### src/pdt_pkg.sv
package pdt_pkg;

  // apb address width and data width
  localparam int          PDT_AW             = 12;
  localparam int          PDT_DW             = 32;

  // register indices; byte address is four times the index
  localparam logic [7:0]  IDX_PRESCALER      = 8'hD2;
  localparam logic [7:0]  IDX_COUNTER        = 8'hD3;
  localparam logic [7:0]  IDX_CTRL_STATUS    = 8'hD4;
  localparam logic [7:0]  IDX_INT_STATUS     = 8'hD5;
  localparam logic [7:0]  IDX_INT_ENABLE     = 8'hD6;
  localparam logic [7:0]  IDX_INT_CLEAR      = 8'hD7;

  // byte addresses derived from the indices
  localparam logic [11:0] ADDR_PRESCALER     = {2'b00, IDX_PRESCALER, 2'b00};
  localparam logic [11:0] ADDR_COUNTER       = {2'b00, IDX_COUNTER, 2'b00};
  localparam logic [11:0] ADDR_CTRL_STATUS   = {2'b00, IDX_CTRL_STATUS, 2'b00};
  localparam logic [11:0] ADDR_INT_STATUS    = {2'b00, IDX_INT_STATUS, 2'b00};
  localparam logic [11:0] ADDR_INT_ENABLE    = {2'b00, IDX_INT_ENABLE, 2'b00};
  localparam logic [11:0] ADDR_INT_CLEAR     = {2'b00, IDX_INT_CLEAR, 2'b00};

  // field positions
  localparam int          PRESCALER_TOP_POS  = 7;
  localparam int          FLAG_POS           = 7;
  localparam int          INT_UNDERFLOW_POS  = 0;

  // reset values, then the counter wrap and zero values
  localparam logic [6:0]  PRESCALER_RESET    = 7'h7F;
  localparam logic [7:0]  COUNTER_RESET      = 8'hFF;
  localparam logic [7:0]  CTRL_RESET         = 8'h00;
  localparam logic [7:0]  COUNTER_WRAP       = 8'hFF;
  localparam logic [7:0]  COUNTER_ZERO       = 8'h00;

  // control and status layout, bit 7 down to bit 0
  typedef struct packed {
    logic       underflow_flag;
    logic       underflow_irq_enable;
    logic       reserved_bit5_set;
    logic       reserved_bit4_clear;
    logic       prescaler_run;
    logic [2:0] division_select;
  } pdt_ctrl_t;

endpackage

### src/pdt_timer.sv
// The APB interface to the registers was chosen for this implementation.
`timescale 1ns/100ps
module pdt_timer (
  input  wire logic                       pclk,
  input  wire logic                       presetn,
  input  wire logic                       psel,
  input  wire logic                       penable,
  input  wire logic                       pwrite,
  input  wire logic [pdt_pkg::PDT_AW-1:0] paddr,
  input  wire logic [pdt_pkg::PDT_DW-1:0] pwdata,
  output logic      [pdt_pkg::PDT_DW-1:0] prdata,
  output logic                            pready,
  output logic                            pslverr,
  output logic                            irq
);
  import pdt_pkg::*;

  logic [6:0]        prescaler_reg;
  logic [7:0]        counter_reg;
  pdt_ctrl_t         ctrl_reg;
  logic              int_status_reg;
  logic              int_enable_reg;
  logic [PDT_DW-1:0] prdata_reg;
  logic              pslverr_reg;
  logic [PDT_DW-1:0] read_data;
  logic              addr_mapped;
  logic              apb_setup;
  logic              apb_write;
  logic              wr_prescaler;
  logic              wr_counter;
  logic              wr_ctrl;
  logic              wr_int_enable;
  logic              wr_int_clear;
  logic              tick;
  logic              underflow;

  // address compare against one register
  function automatic logic addr_hit(input logic [PDT_AW-1:0] a, input logic [PDT_AW-1:0] r);
    return a == r;
  endfunction

  // tick once every 2**sel clocks, when the low sel bits of the prescaler are zero
  function automatic logic div_tick(input logic [6:0] pre, input logic [2:0] sel);
    logic [7:0] mask;
    mask = (8'h01 << sel) - 8'h01;
    return (pre & mask[6:0]) == 7'h00;
  endfunction

  // apb decode
  assign apb_setup     = psel & ~penable;
  assign apb_write     = psel & penable & pwrite;
  assign wr_prescaler  = apb_write & addr_hit(paddr, ADDR_PRESCALER);
  assign wr_counter    = apb_write & addr_hit(paddr, ADDR_COUNTER);
  assign wr_ctrl       = apb_write & addr_hit(paddr, ADDR_CTRL_STATUS);
  assign wr_int_enable = apb_write & addr_hit(paddr, ADDR_INT_ENABLE);
  assign wr_int_clear  = apb_write & addr_hit(paddr, ADDR_INT_CLEAR);
  assign addr_mapped   = addr_hit(paddr, ADDR_PRESCALER) | addr_hit(paddr, ADDR_COUNTER)
                       | addr_hit(paddr, ADDR_CTRL_STATUS) | addr_hit(paddr, ADDR_INT_STATUS)
                       | addr_hit(paddr, ADDR_INT_ENABLE) | addr_hit(paddr, ADDR_INT_CLEAR);

  // timer tick and underflow event
  assign tick      = ctrl_reg.prescaler_run
                   & div_tick(prescaler_reg, ctrl_reg.division_select);
  assign underflow = tick & (counter_reg == COUNTER_ZERO);

  // prescaler: reloaded with PRESCALER_RESET while stopped, else write or decrement
  always_ff @(posedge pclk or negedge presetn) begin
    if (!presetn) begin
      prescaler_reg <= PRESCALER_RESET;
    end else if (!ctrl_reg.prescaler_run) begin
      prescaler_reg <= PRESCALER_RESET;
    end else if (wr_prescaler) begin
      prescaler_reg <= pwdata[6:0];
    end else begin
      prescaler_reg <= prescaler_reg - 7'h01;
    end
  end

  // timer count: write wins, else decrement on tick with wrap
  always_ff @(posedge pclk or negedge presetn) begin
    if (!presetn) begin
      counter_reg <= COUNTER_RESET;
    end else if (wr_counter) begin
      counter_reg <= pwdata[7:0];
    end else if (tick) begin
      counter_reg <= counter_reg - 8'h01;
    end
  end

  // control fields and underflow flag, one process so the register has one driver
  always_ff @(posedge pclk or negedge presetn) begin
    if (!presetn) begin
      ctrl_reg <= CTRL_RESET;
    end else begin
      if (wr_ctrl) begin
        ctrl_reg.underflow_irq_enable <= pwdata[6];
        ctrl_reg.reserved_bit5_set    <= pwdata[5];
        ctrl_reg.reserved_bit4_clear  <= pwdata[4];
        ctrl_reg.prescaler_run        <= pwdata[3];
        ctrl_reg.division_select      <= pwdata[2:0];
      end
      if (underflow) begin
        ctrl_reg.underflow_flag <= 1'b1;
      end else if (wr_ctrl && !pwdata[FLAG_POS]) begin
        ctrl_reg.underflow_flag <= 1'b0;
      end
    end
  end

  // sticky interrupt status, write-one-to-clear, set wins
  always_ff @(posedge pclk or negedge presetn) begin
    if (!presetn) begin
      int_status_reg <= 1'b0;
    end else if (underflow) begin
      int_status_reg <= 1'b1;
    end else if (wr_int_clear && pwdata[INT_UNDERFLOW_POS]) begin
      int_status_reg <= 1'b0;
    end
  end

  // interrupt enable register
  always_ff @(posedge pclk or negedge presetn) begin
    if (!presetn) begin
      int_enable_reg <= 1'b0;
    end else if (wr_int_enable) begin
      int_enable_reg <= pwdata[INT_UNDERFLOW_POS];
    end
  end

  // read mux, unused bits read as zero
  always_comb begin
    read_data = '0;
    case (1'b1)
      addr_hit(paddr, ADDR_PRESCALER):   read_data[6:0] = prescaler_reg;
      addr_hit(paddr, ADDR_COUNTER):     read_data[7:0] = counter_reg;
      addr_hit(paddr, ADDR_CTRL_STATUS): read_data[7:0] = ctrl_reg;
      addr_hit(paddr, ADDR_INT_STATUS):  read_data[INT_UNDERFLOW_POS] = int_status_reg;
      addr_hit(paddr, ADDR_INT_ENABLE):  read_data[INT_UNDERFLOW_POS] = int_enable_reg;
      default:                           read_data = '0;
    endcase
  end

  // read data and error captured in the setup cycle
  always_ff @(posedge pclk or negedge presetn) begin
    if (!presetn) begin
      prdata_reg  <= '0;
      pslverr_reg <= 1'b0;
    end else if (apb_setup) begin
      prdata_reg  <= pwrite ? '0 : read_data;
      pslverr_reg <= ~addr_mapped;
    end
  end

  // outputs
  assign prdata  = prdata_reg;
  assign pready  = 1'b1;                                 // zero wait states
  assign pslverr = pslverr_reg & psel & penable;
  assign irq     = (ctrl_reg.underflow_irq_enable & ctrl_reg.underflow_flag)
                 | (int_status_reg & int_enable_reg);

  // helper: low until the first edge after reset release
  logic seen_reg;
  always_ff @(posedge pclk or negedge presetn) begin
    if (!presetn) begin
      seen_reg <= 1'b0;
    end else begin
      seen_reg <= 1'b1;
    end
  end
endmodule

### config.mk
export PLATFORM = sky130hd
export DESIGN_NAME = pdt_timer
export DESIGN_NICKNAME = d
export VERILOG_FILES = /design/src/pdt_pkg.sv /design/src/pdt_timer.sv
export SDC_FILE = /design/constraint.sdc
export NUM_CORES = 1
export LEC_CHECK = 0
export BUFFER_PORTS_ARGS = -buffer_cell sky130_fd_sc_hd__buf_2
export CAP_MARGIN = 30
export CORE_MARGIN = 2
export CORE_UTILIZATION = 52
export DETAILED_ROUTE_END_ITERATION = 6
export GPL_TIMING_DRIVEN = 1
export PLACE_DENSITY_LB_ADDON = 0.15
export SLEW_MARGIN = 10
export SYNTH_ARGS = -nofsm -noshare
export SYNTH_HDL_FRONTEND = slang
export SYNTH_SLANG_ARGS = --single-unit
### constraint.sdc
create_clock -name pclk -period 6.03 [get_ports pclk]
set_clock_uncertainty 0.2 [all_clocks]
set_input_delay 0.603 -clock pclk [delete_from_list [all_inputs] [get_ports pclk]]
set_output_delay 0.603 -clock pclk [all_outputs]
set_load 0.05 [all_outputs]
# == Yosys cells after proc, flatten, opt, wreduce, memory -nomap -nowiden ==
# Cells that the tools add are included.
# totals
out_inout_bits,35
inputBits,49
register_bits,58
elab_cells,73
# op_classes
bitwise_logic,23
n_mux,20
shift,1
n_reduce_logical,8
add_sub_neg,3
eq_ne,6
# op_table
cell,count
$eq 12x10->1 const B,6
$mux 8,3
$mux 6,3
$and 1x1->1,14
$mux 7,2
$sub 7x1->7 const B,2
$mux 1,12
$logic_not 8->1,1
$sub 8x1->8 const B,1
$and 7x7->7,1
$logic_not 7->1,1
$shl 1x3->7 const A,1
$or 1x1->1,6
$reduce_bool 2->1,3
$logic_and 1x1->1,2
$not 1->1,2
$logic_not 1->1,1

# == Depth between registers and ports, before layout ==
# logic_depth
depth_word,7
mapped_depth,7
ltp_nobuf,6

# == Worst setup path after synthesis ==
# OpenSTA, ideal clock, no wires.
# synth_timing
path_kind,in2reg
from,input paddr[10] in the netlist's numbering
to,register prdata_reg[0] (netlist: prdata[0])
cell_stages,6
t_arrival_ns,1.912
setup_time_ns,0.065
required_time_ns,5.765
n_path_buf,1
path_slack_ns,3.853
cell_sequence,and4bb_2 > nand3_1 > or3_1 > clkbuf_1 > a2111oi_0 > a211o_1
# synth_via
elab_chain_len,7
elab_cells_between_ends,11
classes_between,eq/ne: 5; mux: 6
# synth_lines
element,line,text
"start, declared",pdt_timer.sv:9,"input wire logic [pdt_pkg::PDT_AW-1:0] paddr,"
$eq 12x10->1,pdt_timer.sv:39,return a == r;
$mux 1 (4 in series),pdt_timer.sv:133,case (1'b1)
$mux 1 *,pdt_timer.sv:133,
$mux 8 *,pdt_timer.sv:149,prdata_reg <= pwrite ? '0 : read_data;
"end signal, assigned",pdt_timer.sv:149,
"end, declared",pdt_timer.sv:23,logic [PDT_DW-1:0] prdata_reg;
# Every way passes the cells marked *; elsewhere a longest branch is shown, timed or not.
# A chain may end at the register's enable or synchronous reset.

# == Worst setup path after layout ==
# layout_timing
from,register ctrl_reg[2] in the netlist's numbering
to,register counter_reg[1]
# layout_via
elab_chain_len,6
# layout_lines
element,line,text
"start, declared",pdt_timer.sv:20,pdt_ctrl_t ctrl_reg;
$shl 1x3->7,pdt_timer.sv:45,mask = (8'h01 << sel) - 8'h01;
$sub 7x1->7,pdt_timer.sv:45,
$and 7x7->7,pdt_timer.sv:46,return (pre & mask[6:0]) == 7'h00;
$logic_not 7->1,pdt_timer.sv:46,
$and 1x1->1,pdt_timer.sv:63,"& div_tick(prescaler_reg, ctrl_reg.division_select);"
$reduce_bool 2->1 (no line),--,
"end signal, assigned",pdt_timer.sv:84,counter_reg <= pwdata[7:0];
"end signal, assigned",pdt_timer.sv:86,counter_reg <= counter_reg - 8'h01;
"end, declared",pdt_timer.sv:19,logic [7:0] counter_reg;
# Every way passes these cells.

==> results.ini <==
[floorplanning]
rows=23
die_height_um=67.8
io_pins=84
die_area_mm2=0.00460
dieWidth_um=67.8
start_util_pct=53.3
coreArea_mm2=0.00397

[detailed_routing]
detailedRoute.firstIterationViolations=92
avgRoutedWirePerCell_um=13.6
via_count=1692
ant_nets=0
drt-pass1-iter-count=4
drt_drc_violations_left=0
routed_wl_um=4380
detail_route.vias_per_cell=5.27

[synthesis]
netlist-cell-type-count=45
postSynthAreaPerCell_um2=8.90
synthArstFlopShare_pct=100
synth-adder-area-share_pct=1.18
synth_flop_cell=sky130_fd_sc_hd__dfrtp_1
dominant_cell_type_by_area_after_synthesis=sky130_fd_sc_hd__dfrtp_1
dominant_combinational_cell_family_by_area_after_synthesis=simple AND/OR/NAND/NOR gates
seq_area_frac_synth_pct=41.1
synth_seq_cells=34
synth.area.top_cells=sky130_fd_sc_hd__dfrtp_1 22%, sky130_fd_sc_hd__dfstp_2 19%, sky130_fd_sc_hd__buf_4 8.9%
synthSimpleGateAreaFrac_pct=19.8
synth_enable_flop_cells=0
yosys-top-cells-count=33 x sky130_fd_sc_hd__nand2_1, 25 x sky130_fd_sc_hd__buf_4, 23 x sky130_fd_sc_hd__o21ai_0, 19 x sky130_fd_sc_hd__dfrtp_1, 15 x sky130_fd_sc_hd__dfstp_2
synth_area_in_compound_gates_pct=13.8
post_synth_inst_count=238
summed_instance_area_of_the_synthesized_netlist_mm2=0.00212
muxShareOfSynthArea_pct=7.62
synthXorXnorAreaFrac_pct=4.96
ys.warnings.count=0
cell_with_the_most_instances_after_synthesis=sky130_fd_sc_hd__nand2_1
yosysTopAreaCellShare_pct=22.4

[worst_setup_path]
timing.rr.end=counter_reg[1]
critPathBufInv=0
critical_path.startpoint=ctrl_reg[2]
timing.critical_path.to_type=flip-flop
cp_cell_sequence=a21o_1 -> a222oi_1 -> nand2_2 -> mux2i_1 -> mux2_2
crit_end=counter_reg[1]
worst-path-stages=5
timing.rr.start=ctrl_reg[2]
worst_ep_arrival_time_ps=2400
crit_required_ps=6040
critPathMaxFanout=8
path_delay_family=compound AO/OA/AOI/OAI gates
cpMaxStageDelayCell=sky130_fd_sc_hd__a222oi_1
setup.worst_path.start_class=flip-flop
reg2reg_setup_slack_ps=3640
timing.critical_path.slowest_cell_delay_ps=900
crit_type=flip-flop to flip-flop
r2r_cells=5

[clocking]
clkTransAtPathRegs_ps=70
clockBufferDepth=2
hold_buffers=0
tritoncts_clock_tree=built
clk_root_buffer_cell=sky130_fd_sc_hd__clkbuf_8
tritoncts.num_buffers=5
post_cts_setup_buffer_count=0
clock_sinks=34
post_cts_resize_count=0
insertion_delay_ps=280
htreeDepth=2

[sta]
report.final.setup_viol=0
number_of_pins_with_negative_max_slew_slack_in_the_final_report=0
slew_headroom_pct=31.6
worst_slew_pin_slew_ps=1030
layout_worst_path_cycle_share_pct=39.7
hold-worst-slack_ps=180
setup_tns_ps=0
timing.final.hold_violations=0
period_needed_ps=2390
setup_repair_after_global_routing_missed_its_margin=false
finalWorstSetupSlack_ps=3640
timing.fmax_mhz=418

[finish]
diodes=0
end_of_flow_core_utilization_pct=58.9
nNetsFinal=321
final_layout_size_suffix_gt1_share_pct=27.3
syn2layout_area_growth_pct=10.4

[global_routing]
use_met1_pct=29.6
busiest_layer=met2
antenna_found_initial=0
grt_usage_pct=21.3
grt_pass1_vias=1523
grt_first_pass_wirelength_um=7130
maximum_number_of_pins_on_one_net_before_global_route_repair=35
grtUsageMet3_pct=3.95
grt.met2_usage_pct=32.2
globalRouteOverflowTotal=0

[place]
portBuffers=34
globalplace.congestion=0.925
placement.setup.worst_slack_ps=3190
detailed_place_hpwl_um=3290

[outcome]
outcome=finished, final reports clean

[min_path]
worstHoldPathType=primary input to asynchronous set/reset pin

[power]
p_leak_nw=1.07
total_power_mw=0.504
ir_drop_mv=0.152
power_per_cell_area_mw_per_mm2=215

[flow_run]
cap_viol_max_count=0

-- cell usage in the layout (no fill, tap or decap), types with 5 or more instances in the layout --
cell type	instances
sky130_fd_sc_hd__conb_1	25
sky130_fd_sc_hd__nand2_1	33
sky130_fd_sc_hd__buf_2	34
sky130_fd_sc_hd__a21oi_1	8
sky130_fd_sc_hd__xor2_1	9
sky130_fd_sc_hd__nor2_1	11
sky130_fd_sc_hd__o21ai_1	5
sky130_fd_sc_hd__mux2_2	9
sky130_fd_sc_hd__mux2i_1	6
sky130_fd_sc_hd__o21ai_0	23
sky130_fd_sc_hd__dfrtp_1	19
sky130_fd_sc_hd__clkbuf_8	5
sky130_fd_sc_hd__dfstp_2	15
sky130_fd_sc_hd__nor3_1	5
sky130_fd_sc_hd__nand3_1	10
-- how the worst min path moves through the flow --
stage | slack [ps] | startpoint | end
5_1_grt | 250 | presetn | int_enable_reg
3_3_place_gp | 260 | prdata[7] | prdata[7]
3_5_place_dp | 270 | prdata[7] | prdata[7]
2_1_floorplan | 110 | presetn | ctrl_reg[0]
4_1_cts | 200 | presetn | pslverr_reg
6_report | 180 | presetn | int_enable_reg
-- power by group --
group,internal [mW],switching (mW),total [mW]
Clock,0.122,0.0822,0.204
Sequential,0.230,0.000901,0.231
Combinational,0.0122,0.0569,0.0691
Total,0.364,0.140,0.504
-- kinds of logic after synthesis --
family | after synthesis
and+or+nand+nor | 85
xor gates and xnor gates | 12
buffers and inverters | 38
adders and majority gates | 2
muxes | 15
DFF | 34
other | 2
AOI/OAI and AO/OA | 50
-- metal layers --
metal	vias to the layer above	wire length [um]
met5	-	0
met4	0	118
met3	11	298
met2	69	1970
met1	769	1990
li1	843	-
-- final cells by class --
type,count,area (um2)
Clock buffer,5,68.8
Fill cell,371,1630
Multi-Input combinational cell,189,1100
Timing Repair Buffer,36,185
Inverter,4,15.0
Tap cell,50,62.6
Sequential cell,34,870
Clock inverter,3,40.0
-- stage by stage --
stage | cell area [um2] | cells
after floorplan | 2200 | 261
after global placement | 2220 | 312
after detailed placement | 2220 | 312
after CTS | 2330 | 320
after global routing | 2340 | 321
final | 2340 | 321
Note: power is estimated with default switching activity, not from simulation.
